**src/inc/pulse_timer_pkg.sv**
```systemverilog
package pulse_timer_pkg;
    // ******
    // Clock and timing
    // ******
    localparam int unsigned CLK_HZ = 40_000_000;
    // Emergency pin figures in periods of the timer clock.
    localparam int unsigned EMG_MIN_LOW_FC = 4;
    localparam int unsigned EMG_RESP_FC = 10;
    // Two clean low samples fit well inside the shortest legal pulse.
    localparam int unsigned EMG_FILT_CYC = EMG_MIN_LOW_FC / 2;
    // ******
    // Register map (byte addresses)
    // ******
    localparam int unsigned ADDR_W = 8;
    localparam logic [7:0] OFS_CTRL_ONE = 8'h00;
    localparam logic [7:0] OFS_CTRL_TWO = 8'h04;
    localparam logic [7:0] OFS_CTRL_THREE = 8'h08;
    localparam logic [7:0] OFS_PERIOD = 8'h0C;
    localparam logic [7:0] OFS_DEAD = 8'h10;
    localparam logic [7:0] OFS_COUNT = 8'h14;
    // control_reg_one fields.
    localparam int unsigned B_OUT1_INIT = 0;
    localparam int unsigned B_OUT2_INIT = 1;
    localparam int unsigned B_EDGE_LO = 2;
    localparam int unsigned B_CAPTURE = 4;
    // control_reg_two fields.
    localparam int unsigned B_EMG_EN = 0;
    localparam int unsigned B_EMG_REL = 7;
    // control_reg_three fields.
    localparam int unsigned B_RUN = 0;
    localparam int unsigned B_STM_LO = 1;
    localparam int unsigned B_EMG_FLAG = 4;
    localparam int unsigned B_BUSY = 5;
    // ******
    // Codes
    // ******
    localparam logic [1:0] EDGE_COMMAND = 2'h0;
    localparam logic [1:0] EDGE_RISE = 2'h1;
    localparam logic [1:0] EDGE_FALL = 2'h2;
    localparam logic [1:0] STM_INIT = 2'h0;
    localparam logic [1:0] STM_HOLD = 2'h1;
    localparam logic [1:0] STM_END = 2'h2;
    localparam logic [1:0] RESP_OKAY = 2'h0;
    localparam logic [1:0] RESP_SLVERR = 2'h2;
    localparam logic [15:0] PERIOD_RST = 16'hFFFF;
    localparam logic [15:0] DEAD_RST = 16'h0000;
    typedef enum logic [1:0] {ST_IDLE, ST_WAIT, ST_RUN, ST_DONE} cnt_state_type;
endpackage : pulse_timer_pkg

```
**src/emg_filter.sv**
```systemverilog
`timescale 1ns/1ps
module emg_filter
    import pulse_timer_pkg::*;
#(
    parameter int unsigned SAMPLES = EMG_FILT_CYC
) (
    input wire logic ref_clk_i, // Timer clock
    input wire logic reset_n_i, // Synchronous reset, active low
    input wire logic pin_n_i, // Emergency pin, active low
    input wire logic enable_i, // Pin accepted when high
    output logic low_o // Filtered accepted low level
);
    logic [SAMPLES-1:0] smp_q;

    // A low must stand for every sample so a glitch cannot stop the outputs.
    always_ff @(posedge ref_clk_i) begin
        if (!reset_n_i) begin
            smp_q <= '1;
            low_o <= 1'b0;
        end else begin
            smp_q <= {smp_q[SAMPLES-2:0], pin_n_i};
            low_o <= enable_i && (smp_q == '0);
        end
    end
endmodule : emg_filter

```
**src/edge_detect.sv**
```systemverilog
`timescale 1ns/1ps
module edge_detect (
    input wire logic ref_clk_i, // Timer clock
    input wire logic reset_n_i, // Synchronous reset, active low
    input wire logic sig_i, // Sampled trigger level
    output logic level_o, // Registered level
    output logic rise_o, // Rising edge pulse
    output logic fall_o // Falling edge pulse
);
    always_ff @(posedge ref_clk_i) begin
        if (!reset_n_i) begin
            // Start at the pin's level: no false edge.
            level_o <= sig_i;
            rise_o <= 1'b0;
            fall_o <= 1'b0;
        end else begin
            level_o <= sig_i;
            rise_o <= sig_i && !level_o;
            fall_o <= !sig_i && level_o;
        end
    end
endmodule : edge_detect

```
**src/pulse_timer_unit.sv**
```systemverilog
// Operation
// - Trigger-start event when chosen edge starts count
// - No trigger event for count-clearing edge
// - Capture mode edges never give trigger event
// - Trigger event still raised during emergency stop
// - Period event on command start and period end
// - Period match event also during emergency stop
// - Command start at stop level waits for edge
// - Enable bit accepts or ignores emergency pin
// - Emergency low forces initial levels, raises event
// - Emergency leaves the counter running
// - Emergency enable resets to zero
// - Emergency pin sampled on timer clock
// - Emergency flag reads one while outputs forced
// - Release works only when stopped, mode zero
// - Release while pin low re-enters, new event
// - Every accepted emergency input raises event
// - Restart refused while emergency state holds
// - Outputs initialised within ten clocks of low
// - Low-power mode entry initialises, halts timer
// - Initial-level bit sets idle level and polarity
// - Run cleared with mode zero stops, initialises
//
// Decided for this implementation: the address map and register access over AXI4-Lite.
`timescale 1ns/1ps
module pulse_timer_unit
    import pulse_timer_pkg::*;
#(
    parameter int unsigned CNT_W = 16
) (
    input wire logic ref_clk_i, // Timer clock
    input wire logic reset_n_i, // Synchronous reset, active low
    input wire logic [ADDR_W-1:0] s_axi_awaddr, // Write address
    input wire logic s_axi_awvalid, // Write address valid
    output logic s_axi_awready, // Write address ready
    input wire logic [31:0] s_axi_wdata, // Write data
    input wire logic [3:0] s_axi_wstrb, // Write byte enables
    input wire logic s_axi_wvalid, // Write data valid
    output logic s_axi_wready, // Write data ready
    output logic [1:0] s_axi_bresp, // Write response
    output logic s_axi_bvalid, // Write response valid
    input wire logic s_axi_bready, // Write response ready
    input wire logic [ADDR_W-1:0] s_axi_araddr, // Read address
    input wire logic s_axi_arvalid, // Read address valid
    output logic s_axi_arready, // Read address ready
    output logic [31:0] s_axi_rdata, // Read data
    output logic [1:0] s_axi_rresp, // Read response
    output logic s_axi_rvalid, // Read data valid
    input wire logic s_axi_rready, // Read data ready
    input wire logic trigger_pin_i, // Trigger input level
    input wire logic emergency_stop_pin_n_i, // Emergency input, active low
    input wire logic low_power_mode_i, // High in stop, slow or sleep mode
    output logic wave_out_one_o, // Waveform output one
    output logic wave_out_two_o, // Waveform output two
    output logic trigger_start_irq_o, // Trigger-start request pulse
    output logic period_irq_o, // Period request pulse
    output logic emergency_stop_irq_o // Emergency-stop request pulse
);
    // ******
    // Declarations
    // ******
    logic [ADDR_W-1:0] awaddr_q;
    logic [31:0] wdata_q;
    logic [3:0] wstrb_q;
    logic aw_full_q;
    logic w_full_q;
    logic wr_do;
    logic out1_init_q;
    logic out2_init_q;
    logic [1:0] start_edge_q;
    logic capture_q;
    logic emg_en_q;
    logic run_q;
    logic [1:0] stm_q;
    logic [CNT_W-1:0] period_q;
    logic [CNT_W-1:0] dead_q;
    logic [CNT_W-1:0] cnt_q;
    cnt_state_type state_q;
    logic flag_q;
    logic emg_low;
    logic emg_low_q;
    logic accept;
    logic release_ok;
    logic trig_lvl;
    logic trig_rise;
    logic trig_fall;
    logic start_edge;
    logic stop_level;
    logic period_end;
    logic init_now;

    // ******
    // Helpers
    // ******
    function automatic logic is_mapped(input logic [ADDR_W-1:0] a);
        is_mapped = (a == OFS_CTRL_ONE) || (a == OFS_CTRL_TWO) ||
            (a == OFS_CTRL_THREE) || (a == OFS_PERIOD) ||
            (a == OFS_DEAD) || (a == OFS_COUNT);
    endfunction : is_mapped

    function automatic logic [CNT_W-1:0] merge(input logic [CNT_W-1:0] old_v,
        input logic [31:0] new_v, input logic [3:0] strb);
        logic [CNT_W-1:0] r;
        r = old_v;
        for (int i = 0; i < CNT_W / 8; i++) begin
            if (strb[i]) begin
                r[i*8 +: 8] = new_v[i*8 +: 8];
            end
        end
        merge = r;
    endfunction : merge

    function automatic logic wr_hit(input logic [ADDR_W-1:0] ofs);
        wr_hit = wr_do && (awaddr_q == ofs);
    endfunction : wr_hit

    // ******
    // AXI4-Lite slave
    // ******
    assign wr_do = aw_full_q && w_full_q && !s_axi_bvalid;

    always_ff @(posedge ref_clk_i) begin
        if (!reset_n_i) begin
            aw_full_q <= 1'b0;
            w_full_q <= 1'b0;
            awaddr_q <= '0;
            wdata_q <= '0;
            wstrb_q <= '0;
            s_axi_awready <= 1'b1;
            s_axi_wready <= 1'b1;
            s_axi_bvalid <= 1'b0;
            s_axi_bresp <= RESP_OKAY;
        end else begin
            if (s_axi_awvalid && s_axi_awready) begin
                awaddr_q <= s_axi_awaddr;
                aw_full_q <= 1'b1;
                s_axi_awready <= 1'b0;
            end
            if (s_axi_wvalid && s_axi_wready) begin
                wdata_q <= s_axi_wdata;
                wstrb_q <= s_axi_wstrb;
                w_full_q <= 1'b1;
                s_axi_wready <= 1'b0;
            end
            if (wr_do) begin
                s_axi_bvalid <= 1'b1;
                s_axi_bresp <= is_mapped(awaddr_q) ? RESP_OKAY : RESP_SLVERR;
            end
            if (s_axi_bvalid && s_axi_bready) begin
                s_axi_bvalid <= 1'b0;
                aw_full_q <= 1'b0;
                w_full_q <= 1'b0;
                s_axi_awready <= 1'b1;
                s_axi_wready <= 1'b1;
            end
        end
    end

    always_ff @(posedge ref_clk_i) begin
        if (!reset_n_i) begin
            s_axi_arready <= 1'b1;
            s_axi_rvalid <= 1'b0;
            s_axi_rdata <= '0;
            s_axi_rresp <= RESP_OKAY;
        end else if (s_axi_arvalid && s_axi_arready) begin
            s_axi_arready <= 1'b0;
            s_axi_rvalid <= 1'b1;
            s_axi_rresp <= is_mapped(s_axi_araddr) ? RESP_OKAY : RESP_SLVERR;
            s_axi_rdata <= '0;
            unique case (s_axi_araddr)
                OFS_CTRL_ONE: begin
                    s_axi_rdata[B_OUT1_INIT] <= out1_init_q;
                    s_axi_rdata[B_OUT2_INIT] <= out2_init_q;
                    s_axi_rdata[B_EDGE_LO +: 2] <= start_edge_q;
                    s_axi_rdata[B_CAPTURE] <= capture_q;
                end
                OFS_CTRL_TWO: s_axi_rdata[B_EMG_EN] <= emg_en_q;
                OFS_CTRL_THREE: begin
                    s_axi_rdata[B_RUN] <= run_q;
                    s_axi_rdata[B_STM_LO +: 2] <= stm_q;
                    s_axi_rdata[B_EMG_FLAG] <= flag_q;
                    s_axi_rdata[B_BUSY] <= (state_q == ST_RUN);
                end
                OFS_PERIOD: s_axi_rdata[CNT_W-1:0] <= period_q;
                OFS_DEAD: s_axi_rdata[CNT_W-1:0] <= dead_q;
                OFS_COUNT: s_axi_rdata[CNT_W-1:0] <= cnt_q;
                default: s_axi_rdata <= '0;
            endcase
        end else if (s_axi_rvalid && s_axi_rready) begin
            s_axi_rvalid <= 1'b0;
            s_axi_arready <= 1'b1;
        end
    end

    // ******
    // Control registers
    // ******
    always_ff @(posedge ref_clk_i) begin
        if (!reset_n_i) begin
            out1_init_q <= 1'b0;
            out2_init_q <= 1'b0;
            start_edge_q <= EDGE_COMMAND;
            capture_q <= 1'b0;
            emg_en_q <= 1'b0;
            period_q <= PERIOD_RST[CNT_W-1:0];
            dead_q <= DEAD_RST[CNT_W-1:0];
        end else begin
            if (wr_hit(OFS_CTRL_ONE) && wstrb_q[0]) begin
                out1_init_q <= wdata_q[B_OUT1_INIT];
                out2_init_q <= wdata_q[B_OUT2_INIT];
                start_edge_q <= wdata_q[B_EDGE_LO +: 2];
                capture_q <= wdata_q[B_CAPTURE];
            end
            if (wr_hit(OFS_CTRL_TWO) && wstrb_q[0]) begin
                emg_en_q <= wdata_q[B_EMG_EN];
            end
            if (wr_hit(OFS_PERIOD)) begin
                period_q <= merge(period_q, wdata_q, wstrb_q);
            end
            if (wr_hit(OFS_DEAD)) begin
                dead_q <= merge(dead_q, wdata_q, wstrb_q);
            end
        end
    end

    // Run bit: power mode entry clears it; the emergency state only refuses a write that sets it.
    always_ff @(posedge ref_clk_i) begin
        if (!reset_n_i) begin
            run_q <= 1'b0;
            stm_q <= STM_INIT;
        end else if (low_power_mode_i) begin
            run_q <= 1'b0;
            stm_q <= STM_INIT;
        end else if (wr_hit(OFS_CTRL_THREE) && wstrb_q[0]) begin
            run_q <= wdata_q[B_RUN] && !flag_q;
            stm_q <= wdata_q[B_STM_LO +: 2];
        end
    end

    // ******
    // Emergency stop
    // ******
    emg_filter u_emg_filter (
        .ref_clk_i(ref_clk_i),
        .reset_n_i(reset_n_i),
        .pin_n_i(emergency_stop_pin_n_i),
        .enable_i(emg_en_q),
        .low_o(emg_low)
    );

    assign release_ok = wr_do && (awaddr_q == OFS_CTRL_TWO) && wstrb_q[0] &&
        wdata_q[B_EMG_REL] && !run_q && (stm_q == STM_INIT);
    // A fresh low, or a release while still low, is a new acceptance.
    assign accept = emg_low && (!emg_low_q || release_ok);

    always_ff @(posedge ref_clk_i) begin
        if (!reset_n_i) begin
            emg_low_q <= 1'b0;
            flag_q <= 1'b0;
            emergency_stop_irq_o <= 1'b0;
        end else begin
            emg_low_q <= emg_low;
            emergency_stop_irq_o <= accept;
            if (accept) begin
                flag_q <= 1'b1;
            end else if (release_ok) begin
                flag_q <= 1'b0;
            end
        end
    end

    // ******
    // Counter
    // ******
    edge_detect u_edge_detect (
        .ref_clk_i(ref_clk_i),
        .reset_n_i(reset_n_i),
        .sig_i(trigger_pin_i),
        .level_o(trig_lvl),
        .rise_o(trig_rise),
        .fall_o(trig_fall)
    );

    assign start_edge = (start_edge_q == EDGE_RISE) ? trig_rise :
        (start_edge_q == EDGE_FALL) ? trig_fall : 1'b0;
    assign stop_level = (start_edge_q == EDGE_RISE) ? !trig_lvl : trig_lvl;
    assign period_end = (state_q == ST_RUN) && (cnt_q == period_q);
    assign init_now = low_power_mode_i ||
        (!run_q && (stm_q == STM_INIT) && (state_q != ST_IDLE));

    // The emergency state does not appear here: the count keeps going.
    always_ff @(posedge ref_clk_i) begin
        if (!reset_n_i) begin
            state_q <= ST_IDLE;
            cnt_q <= '0;
            period_irq_o <= 1'b0;
            trigger_start_irq_o <= 1'b0;
        end else begin
            period_irq_o <= 1'b0;
            trigger_start_irq_o <= 1'b0;
            if (init_now) begin
                state_q <= ST_IDLE;
                cnt_q <= '0;
            end else begin
                unique case (state_q)
                    ST_IDLE: begin
                        if (run_q && !capture_q && (start_edge_q != EDGE_COMMAND) &&
                            stop_level) begin
                            state_q <= ST_WAIT;
                        end else if (run_q) begin
                            state_q <= ST_RUN;
                            cnt_q <= '0;
                            period_irq_o <= 1'b1;
                        end
                    end
                    ST_WAIT: begin
                        if (!run_q) begin
                            state_q <= ST_IDLE;
                        end else if (start_edge) begin
                            state_q <= ST_RUN;
                            cnt_q <= '0;
                            trigger_start_irq_o <= 1'b1;
                        end
                    end
                    ST_RUN: begin
                        if (!run_q && (stm_q == STM_HOLD)) begin
                            state_q <= ST_IDLE;
                        end else if (period_end) begin
                            cnt_q <= '0;
                            period_irq_o <= 1'b1;
                            if (!run_q) begin
                                state_q <= ST_IDLE;
                            end else if (stm_q == STM_END) begin
                                state_q <= (start_edge_q == EDGE_COMMAND || capture_q) ?
                                    ST_DONE : ST_WAIT;
                            end
                        end else if (capture_q && start_edge) begin
                            cnt_q <= '0;
                        end else begin
                            cnt_q <= cnt_q + 1'b1;
                        end
                    end
                    ST_DONE: begin
                        if (!run_q) begin
                            state_q <= ST_IDLE;
                        end
                    end
                endcase
            end
        end
    end

    // ******
    // Waveform outputs
    // ******
    // Output follows its initial level until the dead-time match, then inverts.
    always_ff @(posedge ref_clk_i) begin
        if (!reset_n_i) begin
            wave_out_one_o <= 1'b0;
            wave_out_two_o <= 1'b0;
        end else if (accept || flag_q || init_now) begin
            wave_out_one_o <= out1_init_q;
            wave_out_two_o <= out2_init_q;
        end else if (state_q == ST_RUN) begin
            if (period_end) begin
                wave_out_one_o <= out1_init_q;
                wave_out_two_o <= out2_init_q;
            end else if (cnt_q == dead_q) begin
                wave_out_one_o <= !out1_init_q;
                wave_out_two_o <= !out2_init_q;
            end
        end else if (state_q != ST_IDLE || run_q) begin
            wave_out_one_o <= out1_init_q;
            wave_out_two_o <= out2_init_q;
        end
    end
endmodule : pulse_timer_unit

```
**config.mk**
```make
export PLATFORM = sky130hd
export DESIGN_NAME = pulse_timer_unit
export DESIGN_NICKNAME = d
export VERILOG_FILES = /design/src/inc/pulse_timer_pkg.sv /design/src/emg_filter.sv /design/src/edge_detect.sv /design/src/pulse_timer_unit.sv
export SDC_FILE = /design/constraint.sdc
export NUM_CORES = 1
export LEC_CHECK = 0
export ABC_AREA = 1
export BUFFER_PORTS_ARGS = -buffer_cell sky130_fd_sc_hd__buf_2
export CAP_MARGIN = 20
export CORE_UTILIZATION = 35
export CTS_CLUSTER_DIAMETER = 30
export DETAILED_ROUTE_END_ITERATION = 12
export GPL_ROUTABILITY_DRIVEN = 0
export PLACE_DENSITY = 0.55
export SYNTH_ARGS = -nofsm -noshare
export SYNTH_HDL_FRONTEND = slang
export SYNTH_SLANG_ARGS = --single-unit
```
**constraint.sdc**
```tcl
create_clock -name ref_clk_i -period 1.6 [get_ports ref_clk_i]
set_input_delay 0.08 -clock ref_clk_i [delete_from_list [all_inputs] [get_ports ref_clk_i]]
set_output_delay 0.08 -clock ref_clk_i [all_outputs]
set_load 0.005 [all_outputs]
```
After elaboration in Yosys (flattened, before gate mapping)
Cells that the tools add are included.
Storage, ports and cells
  register bits after elaboration: 125
  bits of input ports: 62
  output and inout port bits: 46
  logic and storage cells: 203
Operators by class
  $add $sub $neg: 1
  equal/unequal tests: 30
  muxes and demuxes: 52
  bitwise operators: 3
  reduce and logical (&&, ||, !) cells: 79
Operators by type and width (count)
  $mux 16: 7
  $pmux 16 s3: 1
  $eq 16x16->1: 2
  $eq 8x4->1 const B: 4
  $eq 8x5->1 const B: 4
  $logic_and 1x1->1: 31
  $pmux 10 s3: 1
  $mux 1: 24
  $mux 2: 12
  $add 16x1->16 const B: 1
  $eq 8x3->1 const B: 2
  $logic_not 8->1: 2
  $logic_or 1x1->1: 16
  $ne 2x2->1 const B: 6
  $pmux 2 s5: 1
  $reduce_and 2->1: 5
  $logic_not 1->1: 9
  $eq 2x2->1 const B: 4
  $logic_not 2->1: 4
  $ne 4x2->1 const B: 2
  $pmux 1 s4: 2
  $pmux 2 s4: 1
  $reduce_bool 2->1: 4
  $eq 2x1->1 const B: 3
  other kinds (11): 17

Depth between registers and ports, before layout
Gate-level depths: netlist of run 1.
  depth in word-level cells: 13
  depth in mapped cells: 15

Cells and area by module
From an unflattened synthesis of run 1, not the netlist that was laid out.
Unflattened totals
  cells, all modules: 860
  area, all modules: 5987.0 sq um
Modules (own cells, without submodules)
  pulse_timer_unit: instances 1, cells an instance 843, area an instance 5820.6 sq um, sequential area each 2342.2 sq um
  emg_filter: instances 1, cells an instance 10, area an instance 91.3 sq um, sequential area each 60.1 sq um
  edge_detect: instances 1, cells an instance 7, area an instance 75.1 sq um, sequential area each 60.1 sq um

Worst setup path before layout of run 1
Ideal clock, no wire load.
  path type: reg2reg
  start: register cnt_q[0]
  end: register cnt_q[14]
  arrival time: 1359 ps
  required time: 1529 ps
  slack: 170 ps
  cell stages (with the launch flop): 9
  path buffers: 0
  clock period less this slack: 1430 ps
  path through: dfxtp_1 -> ha_1 -> nand3_1 -> nor2_1 -> nand2_1 -> nor3_1 -> xor2_1 -> nand3_1 -> a21oi_1
Between the ends
  longest elaborated chain between the ends: 5
  elaborated cells between the ends (all ways): 7
  those cells by class: add/sub: 1; eq/ne: 1; mux: 4; reduce/logical: 1
RTL lines
  from (decl): RTL line pulse_timer_unit.sv:77  | logic [CNT_W-1:0] cnt_q;
  from (signal assigned): RTL line pulse_timer_unit.sv:340  | cnt_q <= cnt_q + 1'b1;
  $add 16x1->16 or $eq 16x16->1 (tied branches): RTL line pulse_timer_unit.sv:340, pulse_timer_unit.sv:287
  $mux 16 or $logic_and 1x1->1 (tied branches): RTL line pulse_timer_unit.sv:337, pulse_timer_unit.sv:287
  $mux 16 (*): RTL line pulse_timer_unit.sv:328  | end else if (period_end) begin
  $mux 16 (*): RTL line pulse_timer_unit.sv:326  | if (!run_q && (stm_q == STM_HOLD)) begin
  $pmux 16 s3 (*): RTL line pulse_timer_unit.sv:305  | unique case (state_q)
Mark *: on every way between the ends. The rest lies on a longest branch, timed or not. The select of a mux whose other input is x is not followed.
A chain may end at the register's enable or synchronous reset.

Final worst setup path of run 1
  start: register start_edge_q[1]
  end: register cnt_q[12]
Between the ends
  longest elaborated chain between the ends: 8
  elaborated cells between the ends (all ways): 16
  those cells by class: eq/ne: 4; mux: 7; reduce/logical: 5
RTL lines
  from (decl): RTL line pulse_timer_unit.sv:70  | logic [1:0] start_edge_q;
  from (signal assigned): RTL line pulse_timer_unit.sv:211  | start_edge_q <= wdata_q[B_EDGE_LO +: 2];
  $eq 2x2->1: RTL line pulse_timer_unit.sv:285  | (start_edge_q == EDGE_FALL) ? trig_fall : 1'b0;
  $mux 1: RTL line pulse_timer_unit.sv:285
  $mux 1: RTL line pulse_timer_unit.sv:284  | assign start_edge = (start_edge_q == EDGE_RISE) ? trig_rise :
  $logic_and 1x1->1: RTL line pulse_timer_unit.sv:337  | end else if (capture_q && start_edge) begin
  $mux 16: RTL line pulse_timer_unit.sv:337
  $mux 16: RTL line pulse_timer_unit.sv:328
  $mux 16: RTL line pulse_timer_unit.sv:326
  $pmux 16 s3: RTL line pulse_timer_unit.sv:305
Parallel ways exist; a longest one is shown, timed or not. The select of a mux whose other input is x is not followed.

==> impl_metrics.json, run 1 <==
{
  "outcome": "complete, but fails checks",
  "violations": "negative setup slack",
  "syn_to_final_growth_pct": 38.5,
  "leakagePower_uw": 0.00374,
  "ir_drop_mv": 0.700,
  "antenna_found_initial": 0,
  "initial_utilization_pct": 35.8,
  "drv_slew": 0,
  "netlist_area_mm2": 0.00617,
  "netlist_instances": 864,
  "critPathLaunch": "start_edge_q[1]$_SDFFE_PN0P_",
  "io_buffer_count": 71,
  "seqCellArea_mm2": 0.00251,
  "ys_async_sr_fraction_pct": 0,
  "cp_data_required_time_ps": 1910,
  "critical_path_arrival_ps": 2000,
  "path_clk_slew_ps": 60,
  "synth-main-ff-cell": "dfxtp_1",
  "clk_latency_ps": 430,
  "rsz0062_at_grt": "yes",
  "grt_use_met2_pct": 31.3,
  "fmax_mhz": 595,
  "grt_max_degree": 57,
  "rows": 48,
  "hold_viol_final": 0,
  "instances_no_fill": 1291,
  "io_pins": 108,
  "die_w_um": 135,
  "max-cap-violations": 0,
  "hpwl_um": 13100,
  "fin_ws_ps": -81.0,
  "fill_cells": 1715,
  "grt_pass1_wl_um": 28200,
  "synth_cell_types": 49,
  "ys_ff_latch": 123,
  "yosysMostFrequentCell": "nand2_1",
  "cts.path.max_buffers": 2,
  "coreArea_mm2": 0.0172,
  "cts_tree": "built",
  "gr-usage-met1_pct": 28.0,
  "path_max_fanout": 6,
  "viasPerCell": 4.73,
  "grt.busiest_layer": "met2",
  "min_path_type": "in2reg",
  "nets": 1116,
  "finalCritPeriodShare_pct": 105,
  "crit_path_start_kind": "flip-flop",
  "root_buffer": "clkbuf_16",
  "end_kind": "flip-flop",
  "synth_area_leader_cell": "dfxtp_1",
  "reg2reg_depth": 11,
  "routed_wl_um": 18000,
  "ant_nets": 0,
  "p_per_area_mw_per_mm2": 893,
  "htree_levels": 4,
  "post-route-util_pct": 49.6,
  "hold_depth": 5,
  "cts_buffers": 17,
  "r2r-start": "start_edge_q[1]$_SDFFE_PN0P_",
  "syn_area_per_cell_um2": 7.14,
  "synthTopCellsByArea": "dfxtp_1 (40%), nand2_1 (12%), inv_1 (5.7%)",
  "finalSetupTns_ps": -307,
  "multi_input_area_mm2": 0.00324,
  "met3_usage_pct": 3.98,
  "ys_seq_area_share_pct": 39.9,
  "n_antenna_cell": 0,
  "gr-usage-all-layers_pct": 20.2,
  "die_h_um": 135,
  "pre_cts_ws_ps": -44.1,
  "crit_type": "reg2reg",
  "skew_ps": 11.9,
  "drtIter0Drc": 348,
  "hold_start": "reset_n_i",
  "synth_common_cells": "nand2_1 (198), dfxtp_1 (123), inv_1 (93), nor2_1 (93)",
  "wl_per_cell_um": 13.9,
  "grt-ovfl-total": 0,
  "drcViolationCount": 0,
  "synth_edf_count": 0,
  "timing.hold.ws_ps": 76.6,
  "grt_pass1_vias": 5456,
  "synth_top_area_share_pct": 39.9,
  "drive_above_1_share_pct": 30.4,
  "placed_cells_incl_taps": 1214,
  "clock-sinks": 123,
  "die-area_mm2": 0.0182,
  "dr.pass1.iters": 5,
  "setup_viol": 9,
  "ys.warnings.count": 0,
  "vias": 6109,
  "period_minus_slack_ps": 1680
}
[power by group]
part	leakage (uW)	switching, uW	internal (uW)
sequential	0.00101	53.0	3140
clock	0.000283	1430	2410
combinational	0.00245	347	238
total	0.00374	1830	5790
[worst max-delay path, stage by stage, from the launching register on]
cell     delay (ps)
dfxtp_2         340
inv_4            80
nand2_4          60
o21ai_4         160
inv_2            80
o21ai_4         170
nand3_4         150
inv_6           130
buf_12          120
nand4_1         120
nand3_2         130
nor2_2           40
[layout by cell type (no fill, tap or decap), types with 8 or more instances in the layout]
master         netlist  layout
o21ai_0             61      56
nor2_2              12      14
dlygate4sd3_1        0      32
nor2_1              93      84
clkbuf_16            0      17
conb_1               1      18
nand3_1             26      23
dfxtp_2              0      19
nand4_1              8       8
xor2_1               9       9
nand2_2              9       9
nor2_4               5      12
a211oi_1            14      14
inv_1               93      85
buf_4               21      91
o22ai_1             13      13
nand2_1            198     195
dfxtp_1            123      98
o211ai_1            17      17
inv_2               14      20
a21oi_1             61      58
buf_2                9      71
[timing repair]
item / in CTS / in global routing
setup endpoints to repair: 17 / 35
pin swaps: 3 / 17
gates resized for setup: 22 / 66
setup buffers: 1 / 12
hold endpoints to repair: 36 / 0
hold buffers: 32 / 0
gates cloned: 0 / 0
[stage by stage]
| stage | total power (uW) | area [um^2] |
|---|---|---|
| 2_1_floorplan | 3590 | 6230 |
| 3_3_place_gp | 3770 | 7270 |
| 3_5_place_dp | 3770 | 7270 |
| 4_1_cts | 7670 | 8230 |
| 5_1_grt | 7900 | 8540 |
| 6_report | 7630 | 8540 |
[final timing paths]
| path | slack [ps] | to |
|---|---|---|
| hold / removal | 80 | stm_q[1]$_SDFFE_PP0P_ |
| setup / recovery | -80 | cnt_q[12]$_SDFFE_PP0P_ |
| hold reg to reg | 390 | u_emg_filter.low_o$_SDFF_PN0_ |
| setup reg to reg | -80 | cnt_q[12]$_SDFFE_PP0P_ |
[area by class of cell]
| cell class | count | area share (%) |
|---|---|---|
| clock buffers | 22 | 5.55 |
| clock inverters | 10 | 1.35 |
| well taps | 225 | 3.30 |
| flip-flops and latches | 123 | 29.4 |
| multi-input cells | 599 | 37.9 |
| repair buffers | 202 | 17.6 |
| inverters | 110 | 4.97 |
[routing by layer]
layer | up-vias | share of wire, %
li1 | 3162 | -
met1 | 2752 | 48
met5 | - | 0
met4 | 0 | 1.5
met3 | 22 | 6.0
met2 | 173 | 45
[sequential cells by signal, indices dropped and copies added, names as in the netlist, 2 cells and up]
register	cells
state_q	2
u_emg_filter.smp_q	2
period_q	16
dead_q	16
start_edge_q	2
awaddr_q	8
wdata_q	16
cnt_q	16
s_axi_rdata	16
wstrb_q	2
stm_q	2
[cells by family after synthesis]
logic type,share of synthesized area [%]
AND/OR/NAND/NOR,27.6
AO/OA/AOI/OAI,18.3
buffers and inverters,11.6
flip-flops,39.9
XOR/XNOR,2.27
adder cells (fa/ha/maj),0.203
other,0.0608
(Power assumes the default switching activity.)
==> inputs of run 2 (changes only) <==
--- a/config.mk
+++ b/config.mk
@@ -11,7 +11,6 @@
 export CORE_UTILIZATION = 35
 export CTS_CLUSTER_DIAMETER = 30
 export DETAILED_ROUTE_END_ITERATION = 12
-export GPL_ROUTABILITY_DRIVEN = 0
 export PLACE_DENSITY = 0.55
 export SYNTH_ARGS = -nofsm -noshare
 export SYNTH_HDL_FRONTEND = slang
==> constraint.sdc (replaced) <==
create_clock -name ref_clk_i -period 1.7 [get_ports ref_clk_i]
set_input_delay 0.085 -clock ref_clk_i [delete_from_list [all_inputs] [get_ports ref_clk_i]]
set_output_delay 0.085 -clock ref_clk_i [all_outputs]
set_load 0.005 [all_outputs]
==> run 2 against run 1 <==
Against the previous run:
- the flow now finishes without violations
- die area unchanged
- critical path depth shrank 3
- flip-flop and latch count unchanged
- power down 5.1%
- clock power shrank 3%
- cell count fell by 2.3%
- via count shrank 3.0%
- highest routed layer unchanged
==> impl_metrics.json, run 2 (synthesis gave the netlist of run 1 again) <==
{
  "hold_viol_final": 0,
  "hold_depth": 5,
  "antenna_found_initial": 1,
  "drive_above_1_share_pct": 25.3,
  "period_minus_slack_ps": 1640,
  "io_pins": 108,
  "initial_utilization_pct": 35.8,
  "finalCritPeriodShare_pct": 96.3,
  "root_buffer": "clkbuf_16",
  "fmax_mhz": 611,
  "drv_slew": 0,
  "r2r_slack_ps": 60,
  "n_antenna_cell": 0,
  "instances_no_fill": 1261,
  "placed_cells_incl_taps": 1195,
  "final_common_cell": "nand2_1",
  "pre_cts_ws_ps": 6.47,
  "ir_drop_mv": 0.664,
  "path_clk_slew_ps": 50,
  "cp_data_required_time_ps": 2040,
  "coreArea_mm2": 0.0172,
  "grt_pass1_wl_um": 27700,
  "most-common-layout-cells": "nand2_1 (198), dfxtp_1 (110), nor2_1 (89), inv_1 (89), buf_2 (71)",
  "crit_path_start_kind": "flip-flop",
  "nets": 1088,
  "dr.pass1.iters": 5,
  "tightestPinTransition_ps": 569,
  "gr-usage-all-layers_pct": 19.9,
  "wl_per_cell_um": 13.6,
  "cts_buffers": 17,
  "cts.path.max_buffers": 2,
  "io_buffer_count": 71,
  "cts_tree": "built",
  "design_area_mm2": 0.00812,
  "hpwl_um": 12700,
  "leakagePower_uw": 0.00355,
  "placed_area_mm2": 0.00709,
  "syn_to_final_growth_pct": 31.7,
  "die-area_mm2": 0.0182,
  "clk_latency_ps": 420,
  "r2r-start": "cnt_q[7]$_SDFFE_PP0P_",
  "min_path_type": "in2reg",
  "ant_nets": 0,
  "drtIter0Drc": 411,
  "grt-ovfl-total": 0,
  "hold_start": "reset_n_i",
  "grt_pass1_vias": 5376,
  "critical_path_arrival_ps": 1980,
  "outcome": "complete, no violations",
  "routed_wl_um": 17100,
  "r2r-end": "cnt_q[11]$_SDFFE_PP0P_",
  "drcViolationCount": 0,
  "finalPower_uw": 7240,
  "skew_ps": 9.63,
  "htree_levels": 4,
  "grt_max_degree": 57,
  "clock-sinks": 123,
  "place.gp.congestion": 0.859,
  "worstHoldEndpoint": "stm_q[0]$_SDFFE_PP0P_",
  "fin_ws_ps": 63.7,
  "die_w_um": 135,
  "reg2reg_depth": 8,
  "die_h_um": 135,
  "rsz0062_at_grt": "yes",
  "end_kind": "flip-flop",
  "crit_type": "reg2reg",
  "path_max_fanout": 5,
  "max-cap-violations": 0,
  "rows": 48,
  "p_per_area_mw_per_mm2": 891,
  "viasPerCell": 4.70,
  "relSlewSlack_pct": 62.1,
  "setup_viol": 0,
  "vias": 5928,
  "post-route-util_pct": 47.1
}
run 2: changes by cell type in the layout (fill, tap and decap cells not counted), sizes merged:
cell	change
clkbuf	+2
inv	-1
nand3	+1
buf	-29
clkinv	-2
bufinv	+1
clkinvlp	-2
run 2: metal layers:
metal	vias up	global-route usage, %	share of wire, %
met4	0	6.24	1.1
met2	160	30.8	44
met5	-	0	0
met1	2650	27.4	49
li1	3104	-	-
met3	14	4.50	5.3
run 2: final cells by class:
cell class	count	area (um^2)
Clock buffer	24	492
Clock inverter	6	111
Fill cell	1729	9110
Inverter	110	419
Multi-Input combinational cell	600	3110
Sequential cell	123	2480
Tap cell	225	282
Timing Repair Buffer	173	1230
run 2: stage by stage:
stage	hold WS, ps	setup TNS, ps
finish	70.2	0
global placement	219	0
floorplan	113	0
global route	99.2	-91.7
CTS	57.1	0
detailed placement	220	0
run 2: repair_timing:
| item | CTS | global route |
|---|---|---|
| hold buffers | 32 | 0 |
| pin swaps | 0 | 4 |
| resized for setup | 2 | 28 |
| endpoints found under the hold margin | 37 | 0 |
| setup buffers | 0 | 3 |
| cloned | 0 | 1 |
| endpoints found under the setup margin | 2 | 23 |
run 2: critical path, cell delays in order, from the launching register on:
cell     delay (ps)
dfxtp_1         440
buf_4           170
nand2_1         140
nor2_1          210
nand3_1         110
xor2_1          150
nor2_1           80
nand4_1          80
a21oi_1         160
run 2: worst max-delay path by stage:
stage,from,end
2_1_floorplan,cnt_q[0]$_SDFFE_PP0P_,cnt_q[14]$_SDFFE_PP0P_
4_1_cts,cnt_q[0]$_SDFFE_PP0P_,cnt_q[14]$_SDFFE_PP0P_
3_3_place_gp,start_edge_q[0]$_SDFFE_PN0P_,cnt_q[11]$_SDFFE_PP0P_
5_1_grt,cnt_q[7]$_SDFFE_PP0P_,cnt_q[11]$_SDFFE_PP0P_
3_5_place_dp,cnt_q[0]$_SDFFE_PP0P_,cnt_q[5]$_SDFFE_PP0P_
6_report,cnt_q[7]$_SDFFE_PP0P_,cnt_q[11]$_SDFFE_PP0P_
run 2: report_power, final:
group          internal (uW)  switching (uW)  total (uW)  leakage, uW
logic                    208             308         516      0.00225
clock network           2440            1260        3710     0.000292
registers               2970            48.9        3020      0.00101
total                   5620            1620        7240      0.00355
==> inputs of run 3 (changes only) <==
--- a/config.mk
+++ b/config.mk
@@ -8,10 +8,12 @@
 export ABC_AREA = 1
 export BUFFER_PORTS_ARGS = -buffer_cell sky130_fd_sc_hd__buf_2
 export CAP_MARGIN = 20
-export CORE_UTILIZATION = 35
+export CELL_PAD_IN_SITES_DETAIL_PLACEMENT = 1
+export CELL_PAD_IN_SITES_GLOBAL_PLACEMENT = 2
+export CORE_UTILIZATION = 31
 export CTS_CLUSTER_DIAMETER = 30
 export DETAILED_ROUTE_END_ITERATION = 12
-export PLACE_DENSITY = 0.55
+export PLACE_DENSITY = 0.8
 export SYNTH_ARGS = -nofsm -noshare
 export SYNTH_HDL_FRONTEND = slang
 export SYNTH_SLANG_ARGS = --single-unit
==> run 3 against run 2 <==
Against the previous run:
- critical path depth is 2 higher
- worst setup slack worse by 60 ps
- power is 2.0% higher
- clock power is 3% higher
- design area is 3.6% higher
- highest routed layer unchanged
- first-iteration DRC count is 36% lower
- sequential share of layout area is 1.0 points lower
- critical path type unchanged
- largest cell class unchanged
- non-clock buffer count is 14 higher
==> impl_metrics.json, run 3 (synthesis gave the netlist of run 1 again) <==
{
  "antenna_found_initial": 0,
  "routed_wl_um": 20000,
  "path_clk_slew_ps": 60,
  "critPathMaxStageDelay_ps": 340,
  "io_pins": 108,
  "period_minus_slack_ps": 1700,
  "grt_pass1_vias": 5953,
  "io_buffer_count": 71,
  "p_per_area_mw_per_mm2": 877,
  "multi_input_area_mm2": 0.00319,
  "crit_top_cell": "o21ai_4",
  "critical_path_arrival_ps": 2030,
  "cpLargestDelayFamily": "compound AO/OA/AOI/OAI gates",
  "htree_levels": 4,
  "grt_pass1_wl_um": 31800,
  "min_path_type": "in2reg",
  "fill_cells": 2437,
  "drv_slew": 0,
  "dr.pass1.iters": 4,
  "rsz0062_at_grt": "yes",
  "cp_data_required_time_ps": 2040,
  "initial_utilization_pct": 31.7,
  "setup_viol": 0,
  "die_w_um": 143,
  "placed_area_mm2": 0.00724,
  "max-cap-violations": 0,
  "seqCellArea_mm2": 0.00248,
  "path_max_fanout": 8,
  "crit_type": "reg2reg",
  "most-common-layout-cells": "nand2_1 (192), dfxtp_1 (106), inv_1 (91)",
  "tightestPinTransition_ps": 563,
  "vias": 6107,
  "timing.hold.ws_ps": 28.8,
  "finalCritPeriodShare_pct": 99.8,
  "place.gp.congestion": 0.873,
  "hold_viol_final": 0,
  "gr-usage-all-layers_pct": 20.7,
  "drcViolationCount": 0,
  "nets": 1101,
  "die_h_um": 143,
  "skew_ps": 16.3,
  "cts_tree": "built",
  "outcome": "complete, no violations",
  "leakagePower_uw": 0.00367,
  "cts_buffers": 17,
  "drtIter0Drc": 261,
  "crit_path_start_kind": "flip-flop",
  "drive_above_1_share_pct": 28.6,
  "grt_max_degree": 57,
  "relSlewSlack_pct": 62.5,
  "final_common_cell": "nand2_1",
  "clock-sinks": 123,
  "cts.path.max_buffers": 2,
  "hpwl_um": 15100,
  "grt-ovfl-total": 0,
  "fmax_mhz": 589,
  "critical_path_buf_inv_count": 4,
  "end_kind": "flip-flop",
  "syn_to_final_growth_pct": 36.4,
  "design_area_mm2": 0.00841,
  "clk_latency_ps": 420,
  "wl_per_cell_um": 15.2,
  "root_buffer": "clkbuf_16",
  "coreArea_mm2": 0.0195,
  "ir_drop_mv": 0.658,
  "ant_nets": 0,
  "cp_cell_sequence": "inv_4 -> nand2_4 -> o21ai_4 -> inv_2 -> o21ai_4 -> nand3_4 -> inv_6 -> buf_4 -> nand4_1 -> a21oi_2",
  "n_antenna_cell": 0,
  "die-area_mm2": 0.0205,
  "crit_slowest_cell": "dfxtp_2",
  "rows": 51,
  "viasPerCell": 4.64
}
-- run 3: worst paths after layout --
kind	endpoint	slack (ps)	cells after the start	from
max	cnt_q[11]$_SDFFE_PP0P_	3	10	start_edge_q[1]$_SDFFE_PN0P_
min	wdata_q[7]$_SDFFE_PN0P_	30	3	s_axi_wdata[7]
max reg2reg	cnt_q[11]$_SDFFE_PP0P_	3	10	start_edge_q[1]$_SDFFE_PN0P_
min reg2reg	u_emg_filter.low_o$_SDFF_PN0_	390	1	u_emg_filter.smp_q[1]$_SDFF_PN1_
-- run 3: through the flow --
stage | TNS [ps] | util (%) | total power [uW] | std cells | worst slack (ps)
3_3_place_gp | -65.4 | 37.2 | 3540 | 1245 | -65.4
2_1_floorplan | 0 | - | 3380 | 881 | 270
5_1_grt | -404 | 43.2 | 7670 | 1316 | -67.1
4_1_cts | 0 | 42.0 | 7460 | 1308 | 10.4
3_5_place_dp | -32.2 | 37.2 | 3560 | 1245 | -19.7
6_report | 0 | 43.2 | 7380 | 1316 | 3.23
-- run 3: cell type report --
class | instances | share of cell area (%)
inverter | 110 | 5.04
multi-input combinational | 599 | 38.0
tap | 265 | 3.94
clock buffer | 22 | 5.76
clock inverter | 10 | 1.65
sequential | 123 | 29.5
timing repair buffer | 187 | 16.1
-- run 3: what timing repair did --
item / 4_1_cts / 5_1_grt
hold buffers: 31 / 0
endpoints found under the setup margin: 5 / 25
hold endpoints to repair: 37 / 0
pin swaps: 0 / 11
gates resized for setup: 4 / 65
setup buffers: 0 / 8
-- run 3: metal layers --
layer	vias up	share of wire, %	global-route usage [%]
met5	-	0	0
met4	0	2.0	7.64
met3	26	2.9	3.72
met2	104	45	32.9
met1	2852	50	27.7
li1	3125	-	-
-- run 3: worst register-to-register path: stages, from the launching register on --
cell     delay, ps
dfxtp_2        340
inv_4           90
nand2_4         60
o21ai_4        150
inv_2           80
o21ai_4        170
nand3_4        190
inv_6          150
buf_4          120
nand4_1         90
a21oi_2        190
-- run 3: power by group --
| group | switching, uW | internal, uW |
|---|---|---|
| logic | 329 | 214 |
| clock network | 1370 | 2460 |
| registers | 49.0 | 2970 |
| total | 1740 | 5640 |
